`config.mk`:
```
export PLATFORM = sky130hd
export DESIGN_NAME = sdram_cmd_host
export DESIGN_NICKNAME = d
export VERILOG_FILES = /design/src/hw/sdram_host_pkg.sv /design/src/hw/bank_track_if.sv /design/src/hw/bank_tracker.sv /design/src/hw/sdram_cmd_host.sv
export SDC_FILE = /design/constraint.sdc
export NUM_CORES = 1
export LEC_CHECK = 0
export BUFFER_PORTS_ARGS = -buffer_cell sky130_fd_sc_hd__buf_2
export CAP_MARGIN = 20
export CORE_MARGIN = 2
export CORE_UTILIZATION = 45
export DETAILED_ROUTE_END_ITERATION = 12
export GPL_TIMING_DRIVEN = 1
export SLEW_MARGIN = 40
export SYNTH_ARGS = -nofsm -noshare
export SYNTH_HDL_FRONTEND = slang
export SYNTH_HIERARCHICAL = 1
export SYNTH_SLANG_ARGS = --single-unit
```
`constraint.sdc`:
```
create_clock -name clk -period 6.2 [get_ports clk]
set_clock_uncertainty 0.2 [all_clocks]
set_input_delay 1.24 -clock clk [delete_from_list [all_inputs] [get_ports clk]]
set_output_delay 1.24 -clock clk [all_outputs]
set_load 0.02 [all_outputs]
```
`src/hw/sdram_host_pkg.sv`:
```
// package of constants and types for the sdram command host
// What this block does
// - chip select high ignores the command
// - select low, strobes high is no-operation
// - activate in idle bank starts activating
// - refresh and mode load need all idle
// - read or write in active bank starts burst
// - burst terminate stops most recent burst
// - rules hold only with clock gate high
// - no same-bank command in busy states
// - refresh lasts refresh cycle, only nops
// - mode load lasts mode load time, nops
// - precharge-all lasts precharge time, nops
// - never issue illegal state-command pairs
// - address bit ten selects auto precharge
// - address bit ten selects precharge all
package sdram_host_pkg;
	// clock period in picoseconds
	localparam int CLK_PERIOD_PS = 8000;
	// timing figures in nanoseconds, plain defaults
	localparam int PRECHARGE_TIME_NS = 20;
	localparam int ACTIVATE_TO_ACCESS_TIME_NS = 20;
	localparam int REFRESH_CYCLE_TIME_NS = 66;
	localparam int MODE_LOAD_TIME_NS = 16;
	localparam int SELF_REFRESH_EXIT_TIME_NS = 67;
	// cycle counts, rounded up
	localparam int PRECHARGE_CYC = (PRECHARGE_TIME_NS * 1000 + CLK_PERIOD_PS - 1) / CLK_PERIOD_PS;
	localparam int ACTIVATE_CYC = (ACTIVATE_TO_ACCESS_TIME_NS * 1000 + CLK_PERIOD_PS - 1) / CLK_PERIOD_PS;
	localparam int REFRESH_CYC = (REFRESH_CYCLE_TIME_NS * 1000 + CLK_PERIOD_PS - 1) / CLK_PERIOD_PS;
	localparam int MODE_LOAD_CYC = (MODE_LOAD_TIME_NS * 1000 + CLK_PERIOD_PS - 1) / CLK_PERIOD_PS;
	localparam int SELF_REFRESH_EXIT_CYC = (SELF_REFRESH_EXIT_TIME_NS * 1000 + CLK_PERIOD_PS - 1) / CLK_PERIOD_PS;
	// widths and bank count
	localparam int CNT_W = 5;
	localparam int ADDR_W = 13;
	localparam int BANKS = 4;
	// address bit ten position
	localparam int AUTO_PRECHARGE_BIT = 10;
	// strobe encodings {cs_n, ras_n, cas_n, we_n}
	localparam logic [3:0] PIN_INHIBIT = 4'hF;
	localparam logic [3:0] PIN_NOP = 4'h7;
	localparam logic [3:0] PIN_ACTIVE = 4'h3;
	localparam logic [3:0] PIN_READ = 4'h5;
	localparam logic [3:0] PIN_WRITE = 4'h4;
	localparam logic [3:0] PIN_PRECHARGE = 4'h2;
	localparam logic [3:0] PIN_TERMINATE = 4'h6;
	localparam logic [3:0] PIN_REFRESH = 4'h1;
	localparam logic [3:0] PIN_MODE_LOAD = 4'h0;
	// user command codes
	typedef enum logic [2:0] {
		CMD_NOP = 3'h0,
		CMD_ACTIVATE = 3'h1,
		CMD_READ = 3'h2,
		CMD_WRITE = 3'h3,
		CMD_PRECHARGE = 3'h4,
		CMD_TERMINATE = 3'h5,
		CMD_REFRESH = 3'h6,
		CMD_MODE_LOAD = 3'h7
	} cmd_t;
	// tracked bank state
	typedef enum logic [2:0] {
		BANK_IDLE,
		BANK_ACTIVATING,
		BANK_ACTIVE,
		BANK_READ,
		BANK_WRITE,
		BANK_AUTO_PRE,
		BANK_PRECHARGING
	} bank_state_t;
	// device-wide state
	typedef enum logic [1:0] {
		DEV_NORMAL,
		DEV_REFRESHING,
		DEV_MODE_ACCESS,
		DEV_PRE_ALL
	} dev_state_t;
endpackage

```
`src/hw/bank_track_if.sv`:
```
// interface between the command host and one bank tracker
`timescale 1ns/100ps
`default_nettype none
interface bank_track_if;
	// command strobe to this bank
	logic issue;
	sdram_host_pkg::cmd_t cmd;
	logic auto_pre;
	// bank state back to the host
	sdram_host_pkg::bank_state_t state;
	modport host (output issue, output cmd, output auto_pre, input state);
	modport bank (input issue, input cmd, input auto_pre, output state);
endinterface
`default_nettype wire

```
`src/hw/bank_tracker.sv`:
```
// per-bank state tracker with timing down-counter
`timescale 1ns/100ps
`default_nettype none
module bank_tracker (
	// clock and reset
	input wire logic clk,
	input wire logic reset_n,
	// command side
	bank_track_if.bank trk
);
	// ***************
	// state and timer
	// ***************
	logic [sdram_host_pkg::CNT_W-1:0] cnt_reg; // remaining cycles
	sdram_host_pkg::bank_state_t state_reg;
	assign trk.state = state_reg;

	// state and counter update
	always_ff @(posedge clk or negedge reset_n)
	begin
		if (!reset_n)
		begin
			state_reg <= sdram_host_pkg::BANK_IDLE;
			cnt_reg <= '0;
		end
		else if (trk.issue)
		begin
			unique case (trk.cmd)
				sdram_host_pkg::CMD_ACTIVATE:
				begin
					// start activating, timed
					state_reg <= sdram_host_pkg::BANK_ACTIVATING;
					cnt_reg <= sdram_host_pkg::CNT_W'(sdram_host_pkg::ACTIVATE_CYC - 1);
				end
				sdram_host_pkg::CMD_READ, sdram_host_pkg::CMD_WRITE:
				begin
					if (trk.auto_pre)
					begin
						// auto precharge held for precharge time
						state_reg <= sdram_host_pkg::BANK_AUTO_PRE;
						cnt_reg <= sdram_host_pkg::CNT_W'(sdram_host_pkg::PRECHARGE_CYC - 1);
					end
					else if (trk.cmd == sdram_host_pkg::CMD_READ)
						state_reg <= sdram_host_pkg::BANK_READ;
					else
						state_reg <= sdram_host_pkg::BANK_WRITE;
				end
				sdram_host_pkg::CMD_PRECHARGE:
				begin
					// idle bank untouched
					if (state_reg != sdram_host_pkg::BANK_IDLE)
					begin
						state_reg <= sdram_host_pkg::BANK_PRECHARGING;
						cnt_reg <= sdram_host_pkg::CNT_W'(sdram_host_pkg::PRECHARGE_CYC - 1);
					end
				end
				sdram_host_pkg::CMD_TERMINATE:
				begin
					// stopped burst leaves row open
					state_reg <= sdram_host_pkg::BANK_ACTIVE;
				end
				default:
				begin
					state_reg <= state_reg;
				end
			endcase
		end
		else if (cnt_reg != '0)
			cnt_reg <= cnt_reg - 1'b1;
		else
		begin
			// timed states expire
			unique case (state_reg)
				sdram_host_pkg::BANK_ACTIVATING: state_reg <= sdram_host_pkg::BANK_ACTIVE;
				sdram_host_pkg::BANK_AUTO_PRE: state_reg <= sdram_host_pkg::BANK_IDLE;
				sdram_host_pkg::BANK_PRECHARGING: state_reg <= sdram_host_pkg::BANK_IDLE;
				default: state_reg <= state_reg;
			endcase
		end
	end
endmodule
`default_nettype wire

```
`src/hw/sdram_cmd_host.sv`:
```
// command host: accepts user requests, drives sdram strobes legally
`timescale 1ns/100ps
`default_nettype none
module sdram_cmd_host #(
	parameter int ADDR_W = sdram_host_pkg::ADDR_W
) (
	// clock and reset
	input wire logic clk,
	input wire logic reset_n,
	// user request port
	input wire logic req_valid,
	input wire logic [2:0] req_cmd,
	input wire logic [1:0] req_bank,
	input wire logic [ADDR_W-1:0] req_addr,
	output logic req_ready,
	output logic req_done,
	output logic req_reject,
	// self-refresh exit notice from the user side
	input wire logic self_refresh_exit,
	// sdram pins
	output logic cke,
	output logic cs_n,
	output logic ras_n,
	output logic cas_n,
	output logic we_n,
	output logic [1:0] bank_sel,
	output logic [ADDR_W-1:0] addr
);
	// ********************
	// bank trackers
	// ********************
	bank_track_if trk [sdram_host_pkg::BANKS] ();
	logic [sdram_host_pkg::BANKS-1:0] bank_idle; // per-bank idle flags
	logic [sdram_host_pkg::BANKS-1:0] bank_pre_ok; // per-bank precharge allowed
	logic [sdram_host_pkg::BANKS-1:0] hit; // per-bank command select
	logic issue; // a command goes out this cycle
	sdram_host_pkg::cmd_t cmd_in;
	sdram_host_pkg::bank_state_t sel_state; // state of addressed bank
	sdram_host_pkg::bank_state_t sel_states [sdram_host_pkg::BANKS];
	logic [1:0] last_burst_bank_reg; // bank of most recent burst
	logic burst_open_reg; // most recent burst still running
	logic pre_all; // precharge of every bank
	logic legal; // request is legal now

	assign cmd_in = sdram_host_pkg::cmd_t'(req_cmd);
	assign pre_all = req_addr[sdram_host_pkg::AUTO_PRECHARGE_BIT];

	genvar gi;
	generate
		for (gi = 0; gi < sdram_host_pkg::BANKS; gi++)
		begin : g_bank
			// fan a command out to addressed bank, all banks, or for terminate the most recent burst bank
			always_comb
			begin
				if (cmd_in == sdram_host_pkg::CMD_PRECHARGE && pre_all)
					hit[gi] = 1'b1;
				else if (cmd_in == sdram_host_pkg::CMD_TERMINATE)
					hit[gi] = (last_burst_bank_reg == 2'(gi));
				else
					hit[gi] = (req_bank == 2'(gi));
			end
			assign trk[gi].issue = issue && hit[gi];
			assign trk[gi].cmd = cmd_in;
			assign trk[gi].auto_pre = req_addr[sdram_host_pkg::AUTO_PRECHARGE_BIT];
			assign sel_states[gi] = trk[gi].state;
			assign bank_idle[gi] = (trk[gi].state == sdram_host_pkg::BANK_IDLE);
			assign bank_pre_ok[gi] = (trk[gi].state == sdram_host_pkg::BANK_IDLE)
				|| (trk[gi].state == sdram_host_pkg::BANK_ACTIVE)
				|| (trk[gi].state == sdram_host_pkg::BANK_READ)
				|| (trk[gi].state == sdram_host_pkg::BANK_WRITE);
			bank_tracker u_bank (
				.clk(clk),
				.reset_n(reset_n),
				.trk(trk[gi])
			);
		end
	endgenerate

	assign sel_state = sel_states[req_bank];

	// ********************
	// device-wide timing
	// ********************
	sdram_host_pkg::dev_state_t dev_state_reg;
	logic [sdram_host_pkg::CNT_W-1:0] dev_cnt_reg; // remaining device-wide cycles
	logic [sdram_host_pkg::CNT_W-1:0] exit_cnt_reg; // self-refresh exit wait

	// refresh, mode load and precharge-all timers
	always_ff @(posedge clk or negedge reset_n)
	begin
		if (!reset_n)
		begin
			dev_state_reg <= sdram_host_pkg::DEV_NORMAL;
			dev_cnt_reg <= '0;
		end
		else if (issue && cmd_in == sdram_host_pkg::CMD_REFRESH)
		begin
			dev_state_reg <= sdram_host_pkg::DEV_REFRESHING;
			dev_cnt_reg <= sdram_host_pkg::CNT_W'(sdram_host_pkg::REFRESH_CYC - 1);
		end
		else if (issue && cmd_in == sdram_host_pkg::CMD_MODE_LOAD)
		begin
			dev_state_reg <= sdram_host_pkg::DEV_MODE_ACCESS;
			dev_cnt_reg <= sdram_host_pkg::CNT_W'(sdram_host_pkg::MODE_LOAD_CYC - 1);
		end
		else if (issue && cmd_in == sdram_host_pkg::CMD_PRECHARGE && pre_all)
		begin
			dev_state_reg <= sdram_host_pkg::DEV_PRE_ALL;
			dev_cnt_reg <= sdram_host_pkg::CNT_W'(sdram_host_pkg::PRECHARGE_CYC - 1);
		end
		else if (dev_cnt_reg != '0)
			dev_cnt_reg <= dev_cnt_reg - 1'b1;
		else
			dev_state_reg <= sdram_host_pkg::DEV_NORMAL;
	end

	// self-refresh exit hold-off
	always_ff @(posedge clk or negedge reset_n)
	begin
		if (!reset_n)
			exit_cnt_reg <= '0;
		else if (self_refresh_exit)
			exit_cnt_reg <= sdram_host_pkg::CNT_W'(sdram_host_pkg::SELF_REFRESH_EXIT_CYC);
		else if (exit_cnt_reg != '0)
			exit_cnt_reg <= exit_cnt_reg - 1'b1;
	end

	// ********************
	// legality check
	// ********************
	// only commands listed for the current state pass
	always_comb
	begin
		legal = 1'b0;
		if (dev_state_reg != sdram_host_pkg::DEV_NORMAL || exit_cnt_reg != '0)
			legal = (cmd_in == sdram_host_pkg::CMD_NOP);
		else
		begin
			unique case (cmd_in)
				sdram_host_pkg::CMD_NOP: legal = 1'b1;
				sdram_host_pkg::CMD_ACTIVATE: legal = (sel_state == sdram_host_pkg::BANK_IDLE);
				sdram_host_pkg::CMD_READ, sdram_host_pkg::CMD_WRITE:
					legal = (sel_state == sdram_host_pkg::BANK_ACTIVE)
						|| (sel_state == sdram_host_pkg::BANK_READ)
						|| (sel_state == sdram_host_pkg::BANK_WRITE);
				sdram_host_pkg::CMD_PRECHARGE:
					legal = pre_all ? (&bank_pre_ok) : bank_pre_ok[req_bank];
				sdram_host_pkg::CMD_TERMINATE: legal = burst_open_reg;
				sdram_host_pkg::CMD_REFRESH, sdram_host_pkg::CMD_MODE_LOAD: legal = &bank_idle;
			endcase
		end
	end
	assign issue = req_valid && legal && cmd_in != sdram_host_pkg::CMD_NOP;

	// most recent burst tracking
	always_ff @(posedge clk or negedge reset_n)
	begin
		if (!reset_n)
		begin
			last_burst_bank_reg <= 2'h0;
			burst_open_reg <= 1'b0;
		end
		else if (issue && (cmd_in == sdram_host_pkg::CMD_READ || cmd_in == sdram_host_pkg::CMD_WRITE))
		begin
			last_burst_bank_reg <= req_bank;
			burst_open_reg <= !req_addr[sdram_host_pkg::AUTO_PRECHARGE_BIT];
		end
		else if (issue && (cmd_in == sdram_host_pkg::CMD_TERMINATE
			|| (cmd_in == sdram_host_pkg::CMD_PRECHARGE && (pre_all || req_bank == last_burst_bank_reg))))
			burst_open_reg <= 1'b0;
	end

	// ********************
	// pin drive
	// ********************
	// strobes registered; nop when nothing to send
	always_ff @(posedge clk or negedge reset_n)
	begin
		if (!reset_n)
		begin
			{cs_n, ras_n, cas_n, we_n} <= sdram_host_pkg::PIN_INHIBIT;
			bank_sel <= 2'h0;
			addr <= '0;
			cke <= 1'b0;
		end
		else
		begin
			cke <= 1'b1;
			bank_sel <= req_bank;
			addr <= req_addr;
			if (!issue)
				{cs_n, ras_n, cas_n, we_n} <= sdram_host_pkg::PIN_NOP;
			else
			begin
				unique case (cmd_in)
					sdram_host_pkg::CMD_ACTIVATE: {cs_n, ras_n, cas_n, we_n} <= sdram_host_pkg::PIN_ACTIVE;
					sdram_host_pkg::CMD_READ: {cs_n, ras_n, cas_n, we_n} <= sdram_host_pkg::PIN_READ;
					sdram_host_pkg::CMD_WRITE: {cs_n, ras_n, cas_n, we_n} <= sdram_host_pkg::PIN_WRITE;
					sdram_host_pkg::CMD_PRECHARGE: {cs_n, ras_n, cas_n, we_n} <= sdram_host_pkg::PIN_PRECHARGE;
					sdram_host_pkg::CMD_TERMINATE: {cs_n, ras_n, cas_n, we_n} <= sdram_host_pkg::PIN_TERMINATE;
					sdram_host_pkg::CMD_REFRESH: {cs_n, ras_n, cas_n, we_n} <= sdram_host_pkg::PIN_REFRESH;
					sdram_host_pkg::CMD_MODE_LOAD: {cs_n, ras_n, cas_n, we_n} <= sdram_host_pkg::PIN_MODE_LOAD;
					default: {cs_n, ras_n, cas_n, we_n} <= sdram_host_pkg::PIN_NOP;
				endcase
			end
		end
	end

	// request handshake flags
	always_ff @(posedge clk or negedge reset_n)
	begin
		if (!reset_n)
		begin
			req_ready <= 1'b0;
			req_done <= 1'b0;
			req_reject <= 1'b0;
		end
		else
		begin
			req_ready <= 1'b1;
			req_done <= req_valid && legal;
			req_reject <= req_valid && !legal;
		end
	end
endmodule
`default_nettype wire

```
# Word level (Yosys, flattened, before mapping)
# Index checks and enable logic that the tools add are counted.
# op_classes
reduce_logical	85
n_eq_ne	62
order_cmp	2
mux	73
addsub	6
bitwise_logic	1
# op_table
operator	count
5-bit 2-to-1 mux	19
5-bit one-hot mux with 3 select lines	4
3-bit == test, second input constant	17
3-bit 2-to-1 mux	16
3-bit one-hot mux with 4 select lines	4
4-bit AND reduction	10
3-bit by 2-bit == test with 1-bit output, second input constant	12
5-bit nonzero test	6
5-bit by 1-bit subtractor with 5-bit output, second input constant	6
3-bit nonzero test	9
3-bit inequality test, second input constant	8
3-bit one-hot mux with 2 select lines	4
4-bit inequality test, second input constant	5
5-bit inequality test, second input constant	4
1-bit 2-to-1 mux	19
3-bit logical NOT	6
1-bit logical OR	18
3-bit by 1-bit == test with 1-bit output, second input constant	5
1-bit logical AND	15
2-bit nonzero test	7
2-bit OR reduction	6
4-bit OR reduction	3
2-bit == test, second input constant	4
2-bit 2-to-1 mux	4
12 further kinds	18
# totals
regBits	69
inputBits	22
word_cells	251
out_inout_bits	23

# Longest topological paths before layout
# Gate-level depths: netlist of run 1.
# logic_depth
word_depth	16
ltp_mapped	13
ltp_nobuf	10

# Cells and area by module
# Netlist of run 1, hierarchy kept.
# by_module_without_submodules
module	instances	area_per_inst_um2	seq_area_each_um2	cells_per_inst
bank_tracker	4	580.6	200.2	66
sdram_cmd_host	1	1891.8	930.9	162

# Worst setup path before layout of run 1
# Ideal clock, no wire load.
# synth_path
path_kind	input-to-reg
startpoint	input port req_bank[0]
endpoint	register g_bank[0].u_bank.state_reg[0]
n_path_buf	1
setup_ns	0.079
stages	11
slack_ns	2.163
arrival_ns	3.758
required_ns	5.921
path_cell_list	buf_6 -> mux4_2 -> nor4_1 -> nor4_2 -> o21ai_0 -> nand3_2 -> nor2_1 -> a21boi_0 -> a211oi_1 -> nor2_1 -> mux2i_1
# synth_via
elab_chain_len	14
elab_cells_between_ends	27
classes_between	eq/ne (6); mux (11); bitwise (1); reduce/logical (9)
# synth_lines
element	line_no	source
from (decl)	sdram_cmd_host.sv:13	input wire logic [1:0] req_bank,
2-bit NOT with 3-bit output (implied by the code)	sdram_cmd_host.sv:79	assign sel_state = sel_states[req_bank];
3-bit binary-select mux with 2-bit select	sdram_cmd_host.sv:79	
3-bit 2-to-1 mux (implied by the code) (2 in a row)	sdram_cmd_host.sv:79	
3-bit by 2-bit == test with 1-bit output (on tied branches)	sdram_cmd_host.sv:143, sdram_cmd_host.sv:144	
1-bit logical OR	sdram_cmd_host.sv:144	|| (sel_state == sdram_host_pkg::BANK_READ)
1-bit logical OR	sdram_cmd_host.sv:145	|| (sel_state == sdram_host_pkg::BANK_WRITE);
1-bit one-hot mux with 6 select lines	sdram_cmd_host.sv:139	unique case (cmd_in)
1-bit 2-to-1 mux	sdram_cmd_host.sv:135	if (dev_state_reg != sdram_host_pkg::DEV_NORMAL || exit_cnt_reg != '0)
1-bit logical AND (2 in a row)	sdram_cmd_host.sv:153	assign issue = req_valid && legal && cmd_in != sdram_host_pkg::CMD_NOP;
1-bit logical AND (*)	sdram_cmd_host.sv:62	assign trk[gi].issue = issue && hit[gi];
named net trk[0].issue	bank_track_if.sv:6	logic issue;
5-bit inequality test (no source line), or another cell as far along	--	
4-bit AND reduction (no source line)	--	
to (signal assigned)	bank_tracker.sv:75	sdram_host_pkg::BANK_AUTO_PRE: state_reg <= sdram_host_pkg::BANK_IDLE;
to (signal assigned)	bank_tracker.sv:76	sdram_host_pkg::BANK_PRECHARGING: state_reg <= sdram_host_pkg::BANK_IDLE;
to (signal assigned)	bank_tracker.sv:77	default: state_reg <= state_reg;
to (decl)	bank_tracker.sv:15	sdram_host_pkg::bank_state_t state_reg;
# Mark *: on every way through the listed nets, which the timed path passes. The rest lies on a longest branch. The select of a mux whose other input is x is not followed.
# A chain may end at the register's enable or synchronous reset.

# Worst setup path after layout of run 1
# layout_path
startpoint	input port req_cmd[1]
endpoint	register g_bank[3].u_bank.state_reg[0]
# layout_via
elab_chain_len	9
elab_cells_between_ends	28
classes_between	eq/ne (10); mux (8); reduce/logical (10)
# layout_lines
element	line_no	source
from (decl)	sdram_cmd_host.sv:12	input wire logic [2:0] req_cmd,
3-bit == test / 3-bit by 2-bit == test with 1-bit output (equally long branches)	sdram_cmd_host.sv:139	
2-bit OR reduction	sdram_cmd_host.sv:139	
1-bit one-hot mux with 6 select lines	sdram_cmd_host.sv:139	
1-bit 2-to-1 mux	sdram_cmd_host.sv:135	
1-bit logical AND (2 in a row)	sdram_cmd_host.sv:153	
1-bit logical AND (*)	sdram_cmd_host.sv:62	
named net trk[3].issue	bank_track_if.sv:6	
5-bit inequality test (no source line), or another cell as far along	--	
4-bit AND reduction (no source line)	--	
to (signal assigned)	bank_tracker.sv:75	
to (signal assigned)	bank_tracker.sv:76	
to (signal assigned)	bank_tracker.sv:77	
to (decl)	bank_tracker.sv:15	
# Mark *: on every way through the listed nets, which the timed path passes. The rest lies on a longest branch.

==> flow_summary.ini, run 1 <==
[yosys]
yosys.area_share.adder_pct = 2.078
synthTopCellsByCount = 65 x sky130_fd_sc_hd__dfrtp_1, 50 x sky130_fd_sc_hd__nor2_1, 30 x sky130_fd_sc_hd__inv_1
synth-warning-count = 6
synthCells = 426
synth_seq_area_share_pct = 41.09
synth_simple_gate_area_share_pct = 19.39
largest_area_contributor_in_the_synthesized_netlist = sky130_fd_sc_hd__dfrtp_1
syn_area_per_cell_um2 = 9.892
number_of_synthesized_flops_with_an_enable_pin = 0
postSynthRegisterBits = 69
synthTopCellsByArea = sky130_fd_sc_hd__dfrtp_1 39%, sky130_fd_sc_hd__nor2_1 4.5%, sky130_fd_sc_hd__a21oi_1 3.4%
ys_dominant_reg_cell = sky130_fd_sc_hd__dfrtp_1
leading_cell_type_by_number_of_instances_after_synthesis = sky130_fd_sc_hd__dfrtp_1
netlist-cell-type-count = 68
area_of_the_mapped_netlist_um2 = 4214
synth_compound_area_share_pct = 22.95
post-synth-top-area-fraction_pct = 38.60
synth_top_family_by_area = compound AO/OA/AOI/OAI gates
synth_mux_area_share_pct = 6.443
syn_nets = 455
synth_xor_xnor_area_share_pct = 1.455
fraction_of_registers_with_async_set_reset_pct = 100.0

[drt]
viasPerCell = 5.771
drcViolationCount = 0
first_pass_iters = 5
via_count = 3359
detailed_route_wl_mm = 8.694
drt-initial-drc-count = 218
post_drt_wl_per_cell_um = 14.94
postRouteAntennaNets = 0

[critical_path]
worst_ep_required_time_ns = 6.27
top_family_by_delay_on_critical_path = simple AND/OR/NAND/NOR gates
criticalPathCategory = primary input to flip-flop
kind_of_capture_point_of_the_worst_setup_path = flip-flop
timing.critical_path.buf_inv = 3
crit_path_start_kind = primary input
cpPeakStageDelay_ns = 0.58
crit_path_top_delay_cell = sky130_fd_sc_hd__buf_2
cp_common_cell = sky130_fd_sc_hd__nor2_1
crit_chain = buf_2, inv_1, nor4b_1, nor4_2, o21ai_0, nand3_2, nor2_1, buf_4, a21boi_0, a211oi_1, nor2_1, mux2i_1
critical_path_peak_fanout = 49
cp_data_arrival_time_ns = 4.57

[sta]
min_period_ns = 4.501
timing.max_slew.rel_slack_pct = 47.73
worst-slew-pin-transition_ns = 0.7841
fin_tns_setup_ns = 0
finalCritPeriodShare_pct = 72.60
max_freq_mhz = 222.2
timing_hold_violations_final = 0
rsz0062_at_grt = no
fin_ws_ns = 1.699
setup_violations = 0
final-max-slew-violation-count = 0

[clock_network]
worst_setup_hold_path_clk_slew_ns = 0.08
cts.root.buffer_cell = sky130_fd_sc_hd__clkbuf_8
cts.htree.levels = 3
bufs_on_longest_clock_path = 2
worst_skew_pair_later_pin_latency_ns = 0.35
post_cts.repair.setup_buffers = 0
cts_buffers = 9
post_cts_resize_count = 0
cts_tree = done
cts.sink_count = 69
cts_stage_hold_buffer_count = 0

[placed_design]
gp_congestion = 0.8278
pre_cts_ws_ns = 1.332
hpwl_mm = 5.726
placement.io_buffers = 44

[die]
floorplan.initialDensity_pct = 46.04
height_of_the_die_um = 100.8
num_rows = 35
io-pin-count = 45
fp.dieArea_um2 = 10150
core_area_um2 = 9153
die_width_um = 100.8

[global_routing]
first_global_vias = 3230
overflow = 0
antenna_found_initial = 0
grt.total_usage_pct = 18.22
grt_first_pass_wirelength_mm = 14.88
grt_start_max_net_pins = 70

[layout]
num-nets-final = 495
area.growth.synth_to_final_pct = 10.51
layout-drive-gt1-share_pct = 22.29
largest_reg_flops = 20
antenna_cells_inserted = 0

[power]
vdd_ir_drop_max_uv = 176.6
power_density_nw_per_um2 = 313.1
power_uw = 1458
power.static_leakage_uw = 0.001971

[worst_hold_path]
hp-class = flip-flop to flip-flop

[status]
outcome = finished, final reports clean

[job]
cap_violations = 0
-- metrics by stage --
step / hold WS, ns / utilization (%) / std cells / cell area (µm²)
global route: 0.3305 / 50.88 / 582 / 4657
global placement: 0.2827 / 48.65 / 566 / 4453
CTS: 0.2976 / 50.85 / 582 / 4654
finish: 0.2930 / 50.88 / 582 / 4657
detailed placement: 0.2873 / 48.69 / 566 / 4457
floorplan: 0.2624 / - / 426 / 4214
-- worst paths after layout --
| kind | end | slack [ns] | startpoint | cells after the start |
|---|---|---|---|---|
| setup / recovery | g_bank[3].u_bank/trk.state[0]$_DFFE_PN0P_ | 1.70 | req_cmd[1] | 12 |
| hold / removal | g_bank[1].u_bank/cnt_reg[0]$_DFFE_PN0P_ | 0.29 | g_bank[1].u_bank/cnt_reg[0]$_DFFE_PN0P_ | 1 |
| setup reg to reg | g_bank[3].u_bank/trk.state[0]$_DFFE_PN0P_ | 2.55 | g_bank[3].u_bank/trk.state[1]$_DFFE_PN0P_ | 11 |
| hold reg to reg | g_bank[1].u_bank/cnt_reg[0]$_DFFE_PN0P_ | 0.29 | g_bank[1].u_bank/cnt_reg[0]$_DFFE_PN0P_ | 1 |
| max in group asynchronous | g_bank[3].u_bank/cnt_reg[0]$_DFFE_PN0P_ | 4.59 | reset_n | 2 |
| min in group asynchronous | addr[2]$_DFF_PN0_ | 0.79 | reset_n | 2 |
-- cell usage in the layout (no fill, tap or decap), types with 5 or more instances in the layout --
cell                        instances
sky130_fd_sc_hd__a21oi_1           29
sky130_fd_sc_hd__o211a_1            5
sky130_fd_sc_hd__o31ai_1           12
sky130_fd_sc_hd__nor3_1            11
sky130_fd_sc_hd__dfrtp_1           65
sky130_fd_sc_hd__buf_2             43
sky130_fd_sc_hd__o21bai_1           8
sky130_fd_sc_hd__a211o_2            8
sky130_fd_sc_hd__a211oi_1           6
sky130_fd_sc_hd__o21ai_1            8
sky130_fd_sc_hd__buf_4              5
sky130_fd_sc_hd__nor2_1            50
sky130_fd_sc_hd__xor2_1             5
sky130_fd_sc_hd__mux2i_1           11
sky130_fd_sc_hd__nor3b_1            8
sky130_fd_sc_hd__or3_1              6
sky130_fd_sc_hd__nand2_1           25
sky130_fd_sc_hd__a2bb2oi_2          5
sky130_fd_sc_hd__o21ai_0            8
sky130_fd_sc_hd__clkbuf_8           9
sky130_fd_sc_hd__inv_1             30
sky130_fd_sc_hd__a22oi_1            5
sky130_fd_sc_hd__ha_1               7
-- worst reg2reg max path, cell delays in order, from the launching register on --
cell,delay (ns)
sky130_fd_sc_hd__dfrtp_1,0.49
sky130_fd_sc_hd__mux4_2,0.56
sky130_fd_sc_hd__nor4b_1,0.39
sky130_fd_sc_hd__nor4_2,0.10
sky130_fd_sc_hd__o21ai_0,0.29
sky130_fd_sc_hd__nand3_2,0.25
sky130_fd_sc_hd__nor2_1,0.16
sky130_fd_sc_hd__buf_4,0.20
sky130_fd_sc_hd__a21boi_0,0.42
sky130_fd_sc_hd__a211oi_1,0.17
sky130_fd_sc_hd__nor2_1,0.16
sky130_fd_sc_hd__mux2i_1,0.20
-- metal layers --
layer | track usage (%) | wire length, µm | vias up
li1 | - | - | 1638
met1 | 23.98 | 4092 | 1618
met2 | 29.74 | 4057 | 93
met3 | 4.369 | 450 | 10
met4 | 5.585 | 93 | 0
met5 | 0 | 0 | -
-- cells by family after synthesis --
| family | count (synthesis) |
|---|---|
| other | 2 |
| multiplexers | 21 |
| adder cells (fa/ha/maj) | 7 |
| XOR/XNOR | 7 |
| AO/OA/AOI/OAI | 128 |
| flip-flops | 69 |
| AND/OR/NAND/NOR | 142 |
| buffers and inverters | 50 |
-- where the power goes --
part | switching [µW] | internal [µW]
clock network | 185 | 187
registers | 90.7 | 545
logic | 240 | 211
total | 516 | 942
-- cell type report --
class                           instances  area (µm²)
Clock buffer                            9       123.9
Clock inverter                          7       73.82
Fill cell                             828        4496
Inverter                               30       112.6
Multi-Input combinational cell        307        2212
Sequential cell                        69        1732
Tap cell                              111       138.9
Timing Repair Buffer                   49       264.0
Power figures use the tool's default switching activity.
==> run 2: changes to the inputs <==
==> constraint.sdc (replaced) <==
create_clock -name clk -period 4.2 [get_ports clk]
set_clock_uncertainty 0.2 [all_clocks]
set_input_delay 0.84 -clock clk [delete_from_list [all_inputs] [get_ports clk]]
set_output_delay 0.84 -clock clk [all_outputs]
set_load 0.02 [all_outputs]
==> run 2 against run 1 <==
Against the previous run: count of clock-buffer cells in the layout is the same; register-to-register slack got worse by 1.9 ns; hold slack improved by 0.0072 ns.
==> flow_summary.ini, run 2 (synthesis results as in run 1) <==
[layout]
multi_input_comb_area_um2 = 2212
most_used_cells_in_the_layout_excluding_fill_and_tap_cells = 65 x sky130_fd_sc_hd__dfrtp_1, 50 x sky130_fd_sc_hd__nor2_1, 44 x sky130_fd_sc_hd__buf_2
post-route-cell-area_um2 = 4740
most_common_cell_after_layout_fill_and_taps_aside = sky130_fd_sc_hd__dfrtp_1
fill_cells = 837
antenna_cells_inserted = 0
layout-drive-gt1-share_pct = 23.59
area.growth.synth_to_final_pct = 12.47
num-nets-final = 503
instances_no_fill = 590
largest_reg_flops = 20
ff_latch_area_um2 = 1732

[worst_hold_path]
hold-path-cell-count = 1
source_of_the_worst_hold_timing_path = g_bank[2].u_bank/cnt_reg[0]$_DFFE_PN0P_
min_delay_worst_endpoint = g_bank[2].u_bank/cnt_reg[0]$_DFFE_PN0P_
hp-class = flip-flop to flip-flop

[power]
power.static_leakage_uw = 0.002019
vdd_ir_drop_max_uv = 213.1
power_density_nw_per_um2 = 468.9

[drt]
detailed_route_wl_mm = 9.101
drt-initial-drc-count = 132
drcViolationCount = 0
postRouteAntennaNets = 0
post_drt_wl_per_cell_um = 15.43
viasPerCell = 5.793
first_pass_iters = 4
via_count = 3418

[critical_path]
critPathLaunch = req_bank[0]
cp_common_cell = sky130_fd_sc_hd__nor2_1
criticalPathCategory = primary input to flip-flop
crit_path_start_kind = primary input
cpPeakStageDelay_ns = 0.55
critical_path.reg2reg.startpoint = g_bank[3].u_bank/trk.state[1]$_DFFE_PN0P_
worst_r2r_path_depth = 10
reg2reg_slack_ns = 0.66
kind_of_capture_point_of_the_worst_setup_path = flip-flop
cp_data_arrival_time_ns = 3.83
crit_chain = buf_2, mux4_2, nor4_1, nor4_2, o21ai_0, nand3_2, nor2_1, a21boi_0, a211oi_1, nor2_1, mux2i_1
reg2reg_to = g_bank[1].u_bank/trk.state[0]$_DFFE_PN0P_
timing.critical_path.buf_inv = 1
crit_path_top_delay_cell = sky130_fd_sc_hd__mux4_2
critical_path_peak_fanout = 8
top_family_by_delay_on_critical_path = simple AND/OR/NAND/NOR gates
worst_ep_required_time_ns = 4.28

[placed_design]
hpwl_mm = 6.264
placedCellCount = 574
placement.cell_area_um2 = 4517
gp_congestion = 0.8147
placement.io_buffers = 44

[sta]
timing_hold_violations_final = 0
setup_violations = 0
max_freq_mhz = 266.5
worst-slew-pin-transition_ns = 0.6312
rsz0062_at_grt = no
fin_tns_setup_ns = 0
final-max-slew-violation-count = 0
timing.max_slew.rel_slack_pct = 57.92
finalCritPeriodShare_pct = 89.35
min_period_ns = 3.753

[clock_network]
cts_buffers = 9
cts.htree.levels = 3
cts.sink_count = 69
worst_setup_hold_path_clk_slew_ns = 0.08
cts_tree = done
worst_skew_pair_later_pin_latency_ns = 0.35
post_cts_resize_count = 0
bufs_on_longest_clock_path = 2
cts.root.buffer_cell = sky130_fd_sc_hd__clkbuf_8
post_cts.repair.setup_buffers = 0
cts_stage_hold_buffer_count = 0

[die]
num_rows = 35
fp.dieArea_um2 = 10150
core_area_um2 = 9153
floorplan.initialDensity_pct = 46.04
height_of_the_die_um = 100.8
die_width_um = 100.8
io-pin-count = 45

[global_routing]
overflow = 0
grt_first_pass_wirelength_mm = 15.26
first_global_vias = 3228
grt_start_max_net_pins = 70
antenna_found_initial = 1
grt.total_usage_pct = 18.74

[job]
cap_violations = 0

[status]
outcome = finished, final reports clean
## run 2: worst max path at each step
stage                                                end  slack, ns  cells after the start
2_1_floorplan  g_bank[0].u_bank/trk.state[0]$_DFFE_PN0P_       0.56                     11
3_3_place_gp   g_bank[0].u_bank/trk.state[0]$_DFFE_PN0P_       0.25                     12
3_5_place_dp   g_bank[3].u_bank/trk.state[0]$_DFFE_PN0P_       0.14                     11
4_1_cts        g_bank[3].u_bank/trk.state[0]$_DFFE_PN0P_       0.50                     11
5_1_grt        g_bank[1].u_bank/trk.state[0]$_DFFE_PN0P_       0.17                     11
6_report       g_bank[1].u_bank/trk.state[0]$_DFFE_PN0P_       0.45                     11
## run 2: final cells by class
class	count	share of cell area, %
Multi-Input combinational cell	307	46.67
Tap cell	111	2.930
Clock buffer	9	2.614
Inverter	30	2.376
Clock inverter	7	2.086
Timing Repair Buffer	57	6.785
Sequential cell	69	36.54
## run 2: worst register-to-register path, delay by kind of cell (launching register included)
kind / cells / cell delay, ns
and+or+nand+nor: 5 / 1.15
AOI/OAI and AO/OA: 3 / 0.90
DFF: 1 / 0.49
muxes: 2 / 0.72
## run 2: layer usage
metal	global-route usage, %	up-vias	wire length [µm]
met5	0	-	15
met4	5.269	2	111
met2	29.85	73	4197
met1	25.31	1668	4349
met3	4.785	12	427
li1	-	1663	-
## run 2: stage by stage
| step | setup slack, ns | util (%) | hold WS [ns] | power, µW |
|---|---|---|---|---|
| CTS | 0.5034 | 51.78 | 0.2948 | 2253 |
| detailed placement | 0.1438 | 49.35 | 0.2839 | 1627 |
| floorplan | 0.5627 | - | 0.2624 | 1466 |
| global route | 0.1741 | 51.78 | 0.3212 | 2389 |
| global placement | 0.2480 | 49.31 | 0.2813 | 1602 |
| finish | 0.4474 | 51.78 | 0.3001 | 2222 |
## run 2: where the power goes
part           leakage [µW]  switching [µW]  total, µW  internal [µW]
combinational       0.00107             353        668            315
sequential         0.000837             136        940            804
clock              0.000110             277        615            337
